## src/rtl/capwd_pkg.sv

```systemverilog
/*
  Constants, register map and types for the counter array output functions and watchdog.
  Assumes a single system clock domain; software reaches the registers over APB.
*/
`default_nettype none

package capwd_pkg;

  // Register byte offsets, one aligned 32-bit word per 8-bit register
  localparam logic [7:0] CAPWD_OFF_CTRL = 8'h00;
  localparam logic [7:0] CAPWD_OFF_MODE = 8'h04;
  localparam logic [7:0] CAPWD_OFF_CNT_L = 8'h08;
  localparam logic [7:0] CAPWD_OFF_CNT_H = 8'h0C;
  localparam logic [7:0] CAPWD_OFF_CPM_BASE = 8'h10;
  localparam logic [7:0] CAPWD_OFF_CPL_BASE = 8'h20;
  localparam logic [7:0] CAPWD_OFF_CPH_BASE = 8'h30;

  // Control register fields (low bits hold the module event flags)
  localparam int unsigned CAPWD_CTRL_CF_BIT = 7;
  localparam int unsigned CAPWD_CTRL_CR_BIT = 6;

  // Counter mode register fields
  localparam int unsigned CAPWD_MODE_IDLE_BIT = 7;
  localparam int unsigned CAPWD_MODE_WDE_BIT = 6;
  localparam int unsigned CAPWD_MODE_LCK_BIT = 5;
  localparam int unsigned CAPWD_MODE_CPS_LSB = 1;
  localparam int unsigned CAPWD_MODE_ECF_BIT = 0;

  // Reset values
  localparam logic [7:0] CAPWD_CTRL_RST = 8'h00;
  localparam logic [7:0] CAPWD_MODE_RST = 8'h40;
  localparam logic [7:0] CAPWD_CPM_RST = 8'h00;
  localparam logic [7:0] CAPWD_BYTE_RST = 8'h00;

  // Count source codes
  localparam logic [2:0] CAPWD_CPS_DIV12 = 3'h0;
  localparam logic [2:0] CAPWD_CPS_DIV4 = 3'h1;
  localparam logic [2:0] CAPWD_CPS_TMR0 = 3'h2;
  localparam logic [2:0] CAPWD_CPS_ECI = 3'h3;
  localparam logic [2:0] CAPWD_CPS_SYS = 3'h4;
  localparam logic [2:0] CAPWD_CPS_EXT8 = 3'h5;

  // Prescaler divisors as last count values (divide by 12, 4 and 8)
  localparam logic [3:0] CAPWD_DIV12_LAST = 4'hB;
  localparam logic [1:0] CAPWD_DIV4_LAST = 2'h3;
  localparam logic [2:0] CAPWD_DIV8_LAST = 3'h7;

  // Module mode register layout, bit 7 first
  typedef struct packed {
    logic wide_pwm_select;
    logic compare_enable;
    logic cap_pos;
    logic cap_neg;
    logic match_enable;
    logic toggle_enable;
    logic pwm_enable;
    logic match_irq_enable;
  } capwd_cpm_t;

  typedef enum logic [1:0] {
    CAPWD_OP_OTHER = 2'b00,
    CAPWD_OP_FREQ = 2'b01,
    CAPWD_OP_PWM8 = 2'b10,
    CAPWD_OP_PWM16 = 2'b11
  } capwd_op_t;

  function automatic logic [7:0] capwd_mod_off(input logic [7:0] base, input int unsigned idx);
    return base + 8'(idx * 4);
  endfunction

endpackage

`default_nettype wire

```

## src/rtl/capwd_top.sv

```systemverilog
/*
  Counter array: 16-bit counter, compare modules with frequency output, 8-bit and 16-bit
  PWM, and the watchdog built on module two, with an APB register slave.
  Assumes cpu_idle and tmr0_ovf come from logic on mclk; eci_pin and ext_osc_pin are
  asynchronous pins. The watchdog reset pulse goes to the system reset logic.
*/
// Design decisions made here: the APB register port and the address map.
// Overview of operation
// - Frequency mode toggles pin, advances low compare.
// - Compare, toggle, pwm enables select frequency mode.
// - High byte zero means 256 clock step.
// - 8-bit PWM: match sets, low overflow clears.
// - Low byte wrap reloads compare low from high.
// - Compare, pwm set, toggle, wide clear: 8-bit PWM.
// - Low write clears compare enable, high sets.
// - 8-bit duty is (256 - high) / 256.
// - Compare enable clear holds PWM output low.
// - 16-bit PWM: match sets, overflow clears.
// - Compare, pwm, wide set, toggle clear: 16-bit PWM.
// - 16-bit duty is (65536 - word) / 65536.
// - Watchdog uses module two high/low bytes.
// - Watchdog forces counter, freezes listed registers.
// - Run bit cannot stop counter; reads software value.
// - Compare byte write loads counter high plus offset.
// - Reset on low overflow with compare match.
// - Writing one to module two flag forces reset.
// - Enable or lock enables; lock holds till reset.
// - Reset: watchdog on, divide 12, bytes zero.
// - Mode register writes, except enable and lock, ignored while watchdog enabled.
`default_nettype none
`timescale 1ns/100ps

module capwd_top
  import capwd_pkg::*;
#(
  parameter int unsigned NMOD = 3,
  parameter int unsigned WD_MOD = 2
) (
  input wire logic mclk,
  input wire logic rst,
  input wire logic psel,
  input wire logic penable,
  input wire logic pwrite,
  input wire logic [7:0] paddr,
  input wire logic [31:0] pwdata,
  output logic [31:0] prdata,
  output logic pready,
  output logic pslverr,
  input wire logic cpu_idle,
  input wire logic tmr0_ovf,
  input wire logic eci_pin,
  input wire logic ext_osc_pin,
  output logic [NMOD-1:0] module_output_pin,
  output logic watchdog_reset_pulse
);

  function automatic capwd_op_t op_decode(input capwd_cpm_t m);
    capwd_op_t op;
    op = CAPWD_OP_OTHER;
    if (m.compare_enable && m.pwm_enable) begin
      if (m.toggle_enable) begin
        op = CAPWD_OP_FREQ;
      end else if (m.wide_pwm_select) begin
        op = CAPWD_OP_PWM16;
      end else begin
        op = CAPWD_OP_PWM8;
      end
    end
    return op;
  endfunction

  // Register state
  logic [7:0] cnt_l_r, cnt_h_r, snap_h_r;
  logic cf_r, cr_r;
  logic [NMOD-1:0] ccf_r;
  logic idle_r, wde_r, lck_r;
  logic [2:0] cps_r;
  logic ecf_r;
  capwd_cpm_t cpm_r [NMOD];
  logic [7:0] cpl_r [NMOD];
  logic [7:0] cph_r [NMOD];
  logic [NMOD-1:0] pin_r;
  logic wd_rst_r;
  logic [31:0] prdata_r;
  logic err_r;

  // Count source state
  logic [3:0] pre12_r;
  logic [1:0] pre4_r;
  logic eci_s1_r, eci_s2_r, eci_s3_r;
  logic ext_s1_r, ext_s2_r, ext_s3_r;
  logic [2:0] ext_div_r;

  // APB decode
  logic setup, wr_acc, rd_acc;
  logic wr_ctrl, wr_mode, wr_cl, wr_ch;
  logic [NMOD-1:0] wr_cpm, wr_cpl, wr_cph;
  logic [7:0] wbyte;

  assign setup = psel && !penable;
  assign wr_acc = psel && penable && pwrite;
  assign rd_acc = psel && penable && !pwrite;
  assign wbyte = pwdata[7:0];
  assign wr_ctrl = wr_acc && (paddr == CAPWD_OFF_CTRL);
  assign wr_mode = wr_acc && (paddr == CAPWD_OFF_MODE);
  assign wr_cl = wr_acc && (paddr == CAPWD_OFF_CNT_L);
  assign wr_ch = wr_acc && (paddr == CAPWD_OFF_CNT_H);

  always_comb begin
    for (int i = 0; i < NMOD; i++) begin
      wr_cpm[i] = wr_acc && (paddr == capwd_mod_off(CAPWD_OFF_CPM_BASE, i));
      wr_cpl[i] = wr_acc && (paddr == capwd_mod_off(CAPWD_OFF_CPL_BASE, i));
      wr_cph[i] = wr_acc && (paddr == capwd_mod_off(CAPWD_OFF_CPH_BASE, i));
    end
  end

  // Watchdog enable and counter tick
  logic wd_en, run, src_tick, tick;
  logic [15:0] cnt, cnt_nxt;
  logic lo_wrap, ov16;

  assign wd_en = wde_r || lck_r;
  assign run = (cr_r || wd_en) && !(idle_r && cpu_idle);
  assign cnt = {cnt_h_r, cnt_l_r};
  assign cnt_nxt = cnt + 16'h0001;
  assign tick = run && src_tick;
  assign lo_wrap = tick && (cnt_l_r == 8'hFF);
  assign ov16 = tick && (cnt == 16'hFFFF);

  always_comb begin
    unique case (cps_r)
      CAPWD_CPS_DIV12: src_tick = (pre12_r == CAPWD_DIV12_LAST);
      CAPWD_CPS_DIV4: src_tick = (pre4_r == CAPWD_DIV4_LAST);
      CAPWD_CPS_TMR0: src_tick = tmr0_ovf;
      CAPWD_CPS_ECI: src_tick = eci_s3_r && !eci_s2_r;
      CAPWD_CPS_SYS: src_tick = 1'b1;
      CAPWD_CPS_EXT8: src_tick = ext_s2_r && !ext_s3_r && (ext_div_r == CAPWD_DIV8_LAST);
      default: src_tick = 1'b0;
    endcase
  end

  // Prescalers run freely so a source change never stalls
  always_ff @(posedge mclk or posedge rst) begin
    if (rst) begin
      pre12_r <= 4'h0;
      pre4_r <= 2'h0;
    end else begin
      pre12_r <= (pre12_r == CAPWD_DIV12_LAST) ? 4'h0 : pre12_r + 4'h1;
      pre4_r <= pre4_r + 2'h1;
    end
  end

  // Pin synchronisers and edge history
  always_ff @(posedge mclk or posedge rst) begin
    if (rst) begin
      {eci_s3_r, eci_s2_r, eci_s1_r} <= 3'h0;
      {ext_s3_r, ext_s2_r, ext_s1_r} <= 3'h0;
    end else begin
      {eci_s3_r, eci_s2_r, eci_s1_r} <= {eci_s2_r, eci_s1_r, eci_pin};
      {ext_s3_r, ext_s2_r, ext_s1_r} <= {ext_s2_r, ext_s1_r, ext_osc_pin};
    end
  end

  always_ff @(posedge mclk or posedge rst) begin
    if (rst) begin
      ext_div_r <= 3'h0;
    end else if (ext_s2_r && !ext_s3_r) begin
      ext_div_r <= ext_div_r + 3'h1;
    end
  end

  // Counter; software writes are ignored under the watchdog
  always_ff @(posedge mclk or posedge rst) begin
    if (rst) begin
      cnt_l_r <= CAPWD_BYTE_RST;
      cnt_h_r <= CAPWD_BYTE_RST;
    end else begin
      if (wr_cl && !wd_en) begin
        cnt_l_r <= wbyte;
      end else if (tick) begin
        cnt_l_r <= cnt_nxt[7:0];
      end
      if (wr_ch && !wd_en) begin
        cnt_h_r <= wbyte;
      end else if (tick) begin
        cnt_h_r <= cnt_nxt[15:8];
      end
    end
  end

  // Reading the low byte latches the high byte in the access phase, one clock after the low byte is sampled
  always_ff @(posedge mclk or posedge rst) begin
    if (rst) begin
      snap_h_r <= CAPWD_BYTE_RST;
    end else if (rd_acc && paddr == CAPWD_OFF_CNT_L) begin
      snap_h_r <= cnt_h_r;
    end
  end

  // Counter mode register
  always_ff @(posedge mclk or posedge rst) begin
    if (rst) begin
      idle_r <= CAPWD_MODE_RST[CAPWD_MODE_IDLE_BIT];
      wde_r <= CAPWD_MODE_RST[CAPWD_MODE_WDE_BIT];
      lck_r <= CAPWD_MODE_RST[CAPWD_MODE_LCK_BIT];
      cps_r <= CAPWD_MODE_RST[CAPWD_MODE_CPS_LSB +: 3];
      ecf_r <= CAPWD_MODE_RST[CAPWD_MODE_ECF_BIT];
    end else if (wr_mode) begin
      if (wd_en) begin
        // Only the enable and lock take effect while the watchdog runs
        wde_r <= lck_r ? wde_r : wbyte[CAPWD_MODE_WDE_BIT];
        lck_r <= lck_r || wbyte[CAPWD_MODE_LCK_BIT];
      end else begin
        idle_r <= wbyte[CAPWD_MODE_IDLE_BIT];
        wde_r <= wbyte[CAPWD_MODE_WDE_BIT];
        lck_r <= wbyte[CAPWD_MODE_LCK_BIT];
        cps_r <= wbyte[CAPWD_MODE_CPS_LSB +: 3];
        ecf_r <= wbyte[CAPWD_MODE_ECF_BIT];
      end
    end
  end

  // Per-module effective mode and match detection
  capwd_op_t op [NMOD];
  logic [NMOD-1:0] match_evt, wd_mod;

  always_comb begin
    for (int i = 0; i < NMOD; i++) begin
      wd_mod[i] = wd_en && (i == WD_MOD);
      // Watchdog module runs as a plain timer with no pin activity
      op[i] = wd_mod[i] ? CAPWD_OP_OTHER : op_decode(cpm_r[i]);
      match_evt[i] = tick && cpm_r[i].match_enable && cpm_r[i].compare_enable &&
        ((op[i] == CAPWD_OP_PWM8) ? (cnt_l_r == cpl_r[i]) : (cnt == {cph_r[i], cpl_r[i]}));
    end
  end

  // Control register: set by hardware wins over a software clear
  always_ff @(posedge mclk or posedge rst) begin
    if (rst) begin
      cf_r <= CAPWD_CTRL_RST[CAPWD_CTRL_CF_BIT];
      cr_r <= CAPWD_CTRL_RST[CAPWD_CTRL_CR_BIT];
      ccf_r <= CAPWD_CTRL_RST[NMOD-1:0];
    end else begin
      if (wr_ctrl) begin
        cr_r <= wbyte[CAPWD_CTRL_CR_BIT];
        cf_r <= wbyte[CAPWD_CTRL_CF_BIT] || ov16;
        ccf_r <= wbyte[NMOD-1:0] | match_evt;
      end else begin
        cf_r <= cf_r || ov16;
        ccf_r <= ccf_r | match_evt;
      end
    end
  end

  // Compare bytes and module mode registers
  always_ff @(posedge mclk or posedge rst) begin
    if (rst) begin
      for (int i = 0; i < NMOD; i++) begin
        cpm_r[i] <= CAPWD_CPM_RST;
        cpl_r[i] <= CAPWD_BYTE_RST;
        cph_r[i] <= CAPWD_BYTE_RST;
      end
    end else begin
      for (int i = 0; i < NMOD; i++) begin
        if (wr_cpm[i] && !wd_mod[i]) begin
          cpm_r[i] <= capwd_cpm_t'(wbyte);
        end
        if (wr_cph[i]) begin
          cpm_r[i].compare_enable <= 1'b1;
        end else if (wr_cpl[i]) begin
          cpm_r[i].compare_enable <= 1'b0;
        end
        if (wr_cpl[i]) begin
          cpl_r[i] <= wbyte;
        end else if (op[i] == CAPWD_OP_FREQ && tick && cnt_l_r == cpl_r[i]) begin
          // Adding zero lands on the same point one full wrap later
          cpl_r[i] <= cpl_r[i] + cph_r[i];
        end else if (op[i] == CAPWD_OP_PWM8 && lo_wrap) begin
          cpl_r[i] <= cph_r[i];
        end
        if (wr_cph[i]) begin
          if (wd_mod[i]) begin
            cph_r[i] <= cnt_h_r + cpl_r[i];
          end else begin
            cph_r[i] <= wbyte;
          end
        end
      end
    end
  end

  // Module output pins
  always_ff @(posedge mclk or posedge rst) begin
    if (rst) begin
      pin_r <= '0;
    end else begin
      for (int i = 0; i < NMOD; i++) begin
        if (!wd_mod[i] && cpm_r[i].pwm_enable && !cpm_r[i].compare_enable) begin
          pin_r[i] <= 1'b0;
        end else if (tick) begin
          unique case (op[i])
            CAPWD_OP_FREQ: pin_r[i] <= pin_r[i] ^ (cnt_l_r == cpl_r[i]);
            CAPWD_OP_PWM8: begin
              // Wrap clears unless the reloaded point is zero
              if (cnt_nxt[7:0] == 8'h00) begin
                pin_r[i] <= (cph_r[i] == 8'h00);
              end else if (cnt_nxt[7:0] == cpl_r[i]) begin
                pin_r[i] <= 1'b1;
              end
            end
            CAPWD_OP_PWM16: begin
              if (cnt_nxt == 16'h0000) begin
                pin_r[i] <= ({cph_r[i], cpl_r[i]} == 16'h0000);
              end else if (cnt_nxt == {cph_r[i], cpl_r[i]}) begin
                pin_r[i] <= 1'b1;
              end
            end
            CAPWD_OP_OTHER: pin_r[i] <= pin_r[i];
          endcase
        end
      end
    end
  end

  assign module_output_pin = pin_r;

  // Watchdog reset request
  logic wd_fire;

  assign wd_fire = wd_en &&
    ((lo_wrap && cph_r[WD_MOD] == cnt_h_r) ||
     (wr_ctrl && wbyte[WD_MOD]));

  always_ff @(posedge mclk or posedge rst) begin
    if (rst) begin
      wd_rst_r <= 1'b0;
    end else begin
      wd_rst_r <= wd_fire;
    end
  end

  assign watchdog_reset_pulse = wd_rst_r;

  // APB read data and error, registered in the setup phase
  always_ff @(posedge mclk or posedge rst) begin
    if (rst) begin
      prdata_r <= 32'h0000_0000;
      err_r <= 1'b0;
    end else if (setup) begin
      prdata_r <= 32'h0000_0000;
      err_r <= 1'b1;
      if (paddr == CAPWD_OFF_CTRL) begin
        prdata_r[7:0] <= {cf_r, cr_r, {(6 - NMOD){1'b0}}, ccf_r};
        err_r <= 1'b0;
      end
      if (paddr == CAPWD_OFF_MODE) begin
        prdata_r[7:0] <= {idle_r, wde_r, lck_r, 1'b0, cps_r, ecf_r};
        err_r <= 1'b0;
      end
      if (paddr == CAPWD_OFF_CNT_L) begin
        prdata_r[7:0] <= cnt_l_r;
        err_r <= 1'b0;
      end
      if (paddr == CAPWD_OFF_CNT_H) begin
        prdata_r[7:0] <= snap_h_r;
        err_r <= 1'b0;
      end
      for (int i = 0; i < NMOD; i++) begin
        if (paddr == capwd_mod_off(CAPWD_OFF_CPM_BASE, i)) begin
          prdata_r[7:0] <= cpm_r[i];
          err_r <= 1'b0;
        end
        if (paddr == capwd_mod_off(CAPWD_OFF_CPL_BASE, i)) begin
          prdata_r[7:0] <= cpl_r[i];
          err_r <= 1'b0;
        end
        if (paddr == capwd_mod_off(CAPWD_OFF_CPH_BASE, i)) begin
          prdata_r[7:0] <= cph_r[i];
          err_r <= 1'b0;
        end
      end
    end
  end

  assign prdata = prdata_r;
  assign pready = 1'b1;
  assign pslverr = psel && penable && err_r;

endmodule // capwd_top

`default_nettype wire

```

## config.mk

```make
export PLATFORM = sky130hd
export DESIGN_NAME = capwd_top
export DESIGN_NICKNAME = d
export VERILOG_FILES = /design/src/rtl/capwd_pkg.sv /design/src/rtl/capwd_top.sv
export SDC_FILE = /design/constraint.sdc
export NUM_CORES = 1
export LEC_CHECK = 0
export BUFFER_PORTS_ARGS = -buffer_cell sky130_fd_sc_hd__buf_2
export CORE_UTILIZATION = 48
export DETAILED_ROUTE_END_ITERATION = 10
export PLACE_DENSITY = 0.63
export SLEW_MARGIN = 20
export SYNTH_ARGS = -nofsm -noshare
export SYNTH_HDL_FRONTEND = slang
export SYNTH_SLANG_ARGS = --single-unit
```

## constraint.sdc

```tcl
create_clock -name mclk -period 5.1 [get_ports mclk]
set_input_delay 0 -clock mclk [delete_from_list [all_inputs] [get_ports mclk]]
set_output_delay 0 -clock mclk [all_outputs]
set_load 0.03 [all_outputs]
```

### Word-level counts from Yosys, hierarchy flattened

Index checks and enable logic that the tools add are counted.

* multiplexer cells: 90
* eq/ne operators: 54
* $add $sub $neg: 8
* bitwise logic cells: 6
* reductions and logical operators: 102

Operator list (number)
* 8-bit 2-to-1 mux: 27
* 16-bit == test: 6
* 16-bit zero test: 4
* 1-bit logical AND: 58
* 8-bit == test: 7
* 8-bit by 6-bit == test with 1-bit output (second input constant): 6
* 1-bit 2-to-1 mux: 47
* 8-bit zero test: 5
* 8-bit adder: 4
* 8-bit by 5-bit == test with 1-bit output (second input constant): 3
* 7-bit 2-to-1 mux: 3
* 3-bit nonzero test: 6
* 16-bit by 1-bit adder with 16-bit output (second input constant): 1
* 16-bit == test (second input constant): 1
* 8-bit by 4-bit == test with 1-bit output (second input constant): 2
* 2-bit == test (second input constant): 7
* 2-bit 2-to-1 mux: 7
* 4-bit by 1-bit != test with 1-bit output (second input constant): 3
* 4-bit != test (second input constant): 3
* 4-bit AND reduction: 3
* 2-bit nonzero test: 5
* 3-bit == test (second input constant): 3
* 1-bit zero test: 9
* 1-bit one-hot mux with 3 select lines: 3
* other kinds (20): 37

* flip-flop bits (word level): 136
* output and inout port bits: 38
* logic and storage cells: 316
* bits of input ports: 49

### Depth between registers and ports, before layout

* depth after elaboration: 14
* gate-level depth with buffers: 12
* mapped depth without buffers: 11

### Least setup slack after synthesis

No wires, ideal clock.

* kind: register to register
* start: reg cnt_l_r[0]
* end: reg pin_r[0], in the netlist module_output_pin[0]
* arrival time: 2.566 ns
* stages on the path, launching flop included: 11
* path slack: 2.406 ns
* path buffers: 1
* setup time: 0.128 ns
* period minus slack after synthesis: 2.694 ns
* required time: 4.972 ns
* cell sequence: dfrtp_1 > ha_1 > buf_6 > nand3_2 > nor4_1 > xnor2_1 > nand3_1 > nor4_2 > nor2_1 > a21oi_1 > mux2_1

* cells in the longest elaborated chain, start to end: 6
* elaborated cells on any way between the ends: 15
* classes of those cells: add/sub (1); eq/ne (5); mux (5); bitwise (1); reduce/logical (3)

Ends and longest elaborated chain
* start, declared: line capwd_top.sv:73 `logic [7:0] cnt_l_r, cnt_h_r, snap_h_r;`
* start signal, assigned: line capwd_top.sv:179 `cnt_l_r <= wbyte;`
* start signal, assigned: line capwd_top.sv:181 `cnt_l_r <= cnt_nxt[7:0];`
* 16-bit by 1-bit adder with 16-bit output: line capwd_top.sv:125 `assign cnt_nxt = cnt + 16'h0001;`
* 16-bit zero test or 8-bit zero test (tied branches): line capwd_top.sv:312, capwd_top.sv:305
* 1-bit 2-to-1 mux (on tied branches): line capwd_top.sv:312, capwd_top.sv:305
* 1-bit one-hot mux with 3 select lines: line capwd_top.sv:301 `unique case (op[i])`
* 1-bit 2-to-1 mux: line capwd_top.sv:300 `end else if (tick) begin`
* 1-bit 2-to-1 mux: line capwd_top.sv:298 `if (!wd_mod[i] && cpm_r[i].pwm_enable && !cpm_r[i].compare_enable) begin`
* end signal, assigned by index: line capwd_top.sv:302 `CAPWD_OP_FREQ: pin_r[i] <= pin_r[i] ^ (cnt_l_r == cpl_r[i]);`
* end signal, assigned by index: line capwd_top.sv:306 `pin_r[i] <= (cph_r[i] == 8'h00);`
* end signal, assigned by index: line capwd_top.sv:313 `pin_r[i] <= ({cph_r[i], cpl_r[i]} == 16'h0000);`
* end, declared: line capwd_top.sv:82 `logic [NMOD-1:0] pin_r;`

Several ways; a longest one is shown, not always the timed one. The select of a mux whose other input is x is not followed.
A chain may end at the register's enable or synchronous reset.

### Worst setup path after layout

* start: reg cnt_l_r[1]
* end: reg pin_r[0], in the netlist module_output_pin[0]

The elaborated chain is that of the path after synthesis.

==> results.md <==
- First-pass GRT wire length: 51710 um
- Detailed Routing Iterations Pass 1: 5
- Post-CTS Setup Bufs: 0
- First-iteration detailed-routing DRC count: 989
- CP startpoint kind: register
- Clk sinks: 136
- Hold_ws: 0.01550 ns
- Post-synth EDFFs: 0
- Hold-fix buffers at CTS: 3
- Post-CTS Resized: 0
- Fraction of layout cells with a size suffix above 1: 14.78%
- Synth warnings: 0
- Vias: 8990
- I/O pins: 87
- Power, Total: 2.717 mW
- F_max: 0.2515 GHz
- Total CTS buffers: 17
- Grt ovf: 0
- Unrepaired setup endpoints after global routing: no
- Main area contributors after synthesis: dfrtp_1, mux2_2, xnor2_1
- Final instance area: 10990 sq um
- Worst-margin pin slew: 0.9526 ns
- Largest family of logic cells by synthesized area: simple AND/OR/NAND/NOR gates
- Hpwl dp: 23660 um
- Leading area contributor after synthesis: dfrtp_1
- Post-synthesis mux area share: 9.988%
- Hold Path Class: in -> reg
- Post-DR wirelength/cell: 23.75 um
- Max Buffers Root-to-Sink: 2
- Placed cell areas: 10380 sq um
- Area Overhead vs Synth: 8.032%
- Setup TNS: 0 ns
- GP Congestion: 0.9943
- Post-DRT Antenna Nets: 0
- All-Layer GR Usage: 31.93%
- Post-synthesis adder-cell area fraction: 4.846%
- Most common cell after layout, fill and taps aside: dfrtp_1
- Nets: 1210
- Worst vdd ir: 188.4 uV
- Tmin final: 3.977 ns
- Post-synth top area share: 33.21%
- Critical path type: reg -> reg
- Syn Area/Cell: 9.058 sq um
- Clock Skew: 0.01002 ns
- Root cell of the clock tree: clkbuf_16
- Core area: 20490 sq um
- TritonCTS clock tree: built
- Ys async rst share: 100.0%
- Synth Cell Area: 10170 sq um
- Die width: 147.6 um
- Nature of the critical path endpoint: register
- Ant diodes: 0
- Post-Route WL: 33410 um
- Pins Over Slew Limit: 0
- Post-synthesis sequential area ratio: 33.47%
- Most frequent cells in the layout: dfrtp_1, nand2_1, nor2_1, xnor2_1, a21oi_1
- PwrDens: 247.2 nW/um^2
- Final Setup Violations: 0
- Synth Flop Type: dfrtp_1
- MaxCap Viol Count: 0
- Compound-Gate Fraction of Synth Area: 14.59%
- Number of global-route vias before repair: 8439
- FP Rows: 52
- Mapped Cells: 1123
- Worst-skew pair later-pin latency: 0.43 ns
- LEAKAGE: 5.003 nW
- Drt drc: 0
- Status: complete, no violations
- Initial Util: 49.63%
- Synth Area in XOR/XNOR: 12.67%
- Worst EP required: 5.41 ns
- Die Height: 147.6 um
- Netlist cell types: 83
- Flops & latches, synth: 136
- Final Util: 53.62%
- Worst Path Max Fanout: 9
- Simple-gate share of the synthesized area: 18.71%
- Largest net degree at the start of global routing: 81
- Worst-path clk slew: 0.07 ns
- Initial antenna violation count: 1
- # port buffers: 37
- Crit path DAT: 4.29 ns
- FF-to-FF setup slack: 1.12 ns
- Die area: 21780 sq um
- Routed vias/inst: 6.389
- Headroom to the max-slew limit: 35.97%
- Final period util: 77.98%
- H-tree depth reported by CTS: 4
- Fin. Hold Viols: 0
metrics by stage:
step                      std cells  worst slack, ns
after global placement         1372            1.344
after floorplan                1146            1.462
after global routing           1407           0.8958
final                          1407            1.123
after detailed placement       1372            1.282
after CTS                      1407            1.255
metal layers:
layer  vias up  wire length (um)  GRT usage, %
met3        90              3330         6.821
met4         2              1170         12.27
met1      4374             14430         45.17
met5         -                18         1.364
met2       520             14470         47.52
li1       4004                 -             -
worst paths after layout:
kind / from / endpoint / cells after the start
hold / removal: paddr[0] / err_r / 3
max in group asynchronous: rst / cpm_r[7] / 4
hold reg to reg: ext_s1_r / ext_s2_r / 0
setup / recovery: cnt_l_r[1] / module_output_pin[0] / 9
setup reg to reg: cnt_l_r[1] / module_output_pin[0] / 9
min in group asynchronous: rst / snap_h_r[4] / 3
flip-flops by register name, summed over array words and instances (netlist names), 2 cells and up:
register and count:
cnt_l_r 8, ccf_r 3, prdata 8, cpm_r 24, snap_h_r 8, ext_div_r 3, cnt_h_r 8, module_output_pin 3
pre4_r 2, cpl_r 24, cps_r 3, pre12_r 4, cph_r 24
final cells by class:
class / count / area, sq um
inverters: 29 / 113.9
multi-input cells: 894 / 6294
clock inverters: 15 / 153.9
repair buffers: 46 / 260.3
clock buffers: 17 / 425.4
flip-flops and latches: 136 / 3405
fillers: 1929 / 9505
well taps: 270 / 337.8
logic make-up after synthesis:
| group | Yosys count |
|---|---|
| AND/OR/NAND/NOR | 368 |
| AO/OA/AOI/OAI | 236 |
| XOR/XNOR | 138 |
| flip-flops | 136 |
| buffers and inverters | 116 |
| multiplexers | 90 |
| adder cells (fa/ha/maj) | 37 |
| other | 2 |
report_power, final:
group | switching (mW) | leakage (nW) | internal, mW
clock network | 0.562 | 0.282 | 0.692
logic | 0.184 | 2.91 | 0.103
registers | 0.0612 | 1.81 | 1.11
cells in the mapped netlist (11+ instances only):
master,instances
o211ai_1,11
mux2_2,60
ha_1,33
a31oi_1,15
xor2_1,57
and3_1,11
dfrtp_1,135
a22oi_1,14
nand3_1,23
nor3_1,30
o21ai_0,57
a21oi_1,74
nand2_1,107
buf_4,28
nor4_1,26
mux2i_1,25
nand4_1,16
xnor2_1,75
inv_1,29
clkbuf_1,41
nor2_1,85
worst max-delay path, cell delays in order (launching register included):
cell     delay [ns]
dfrtp_1        0.64
ha_1           0.46
nand3_2        0.25
nor4_1         0.56
xnor2_1        0.32
nand3_1        0.16
nor4_2         0.81
nor2_1         0.12
a21oi_1        0.19
mux2_1         0.33
Power figures use the tool's default switching activity.
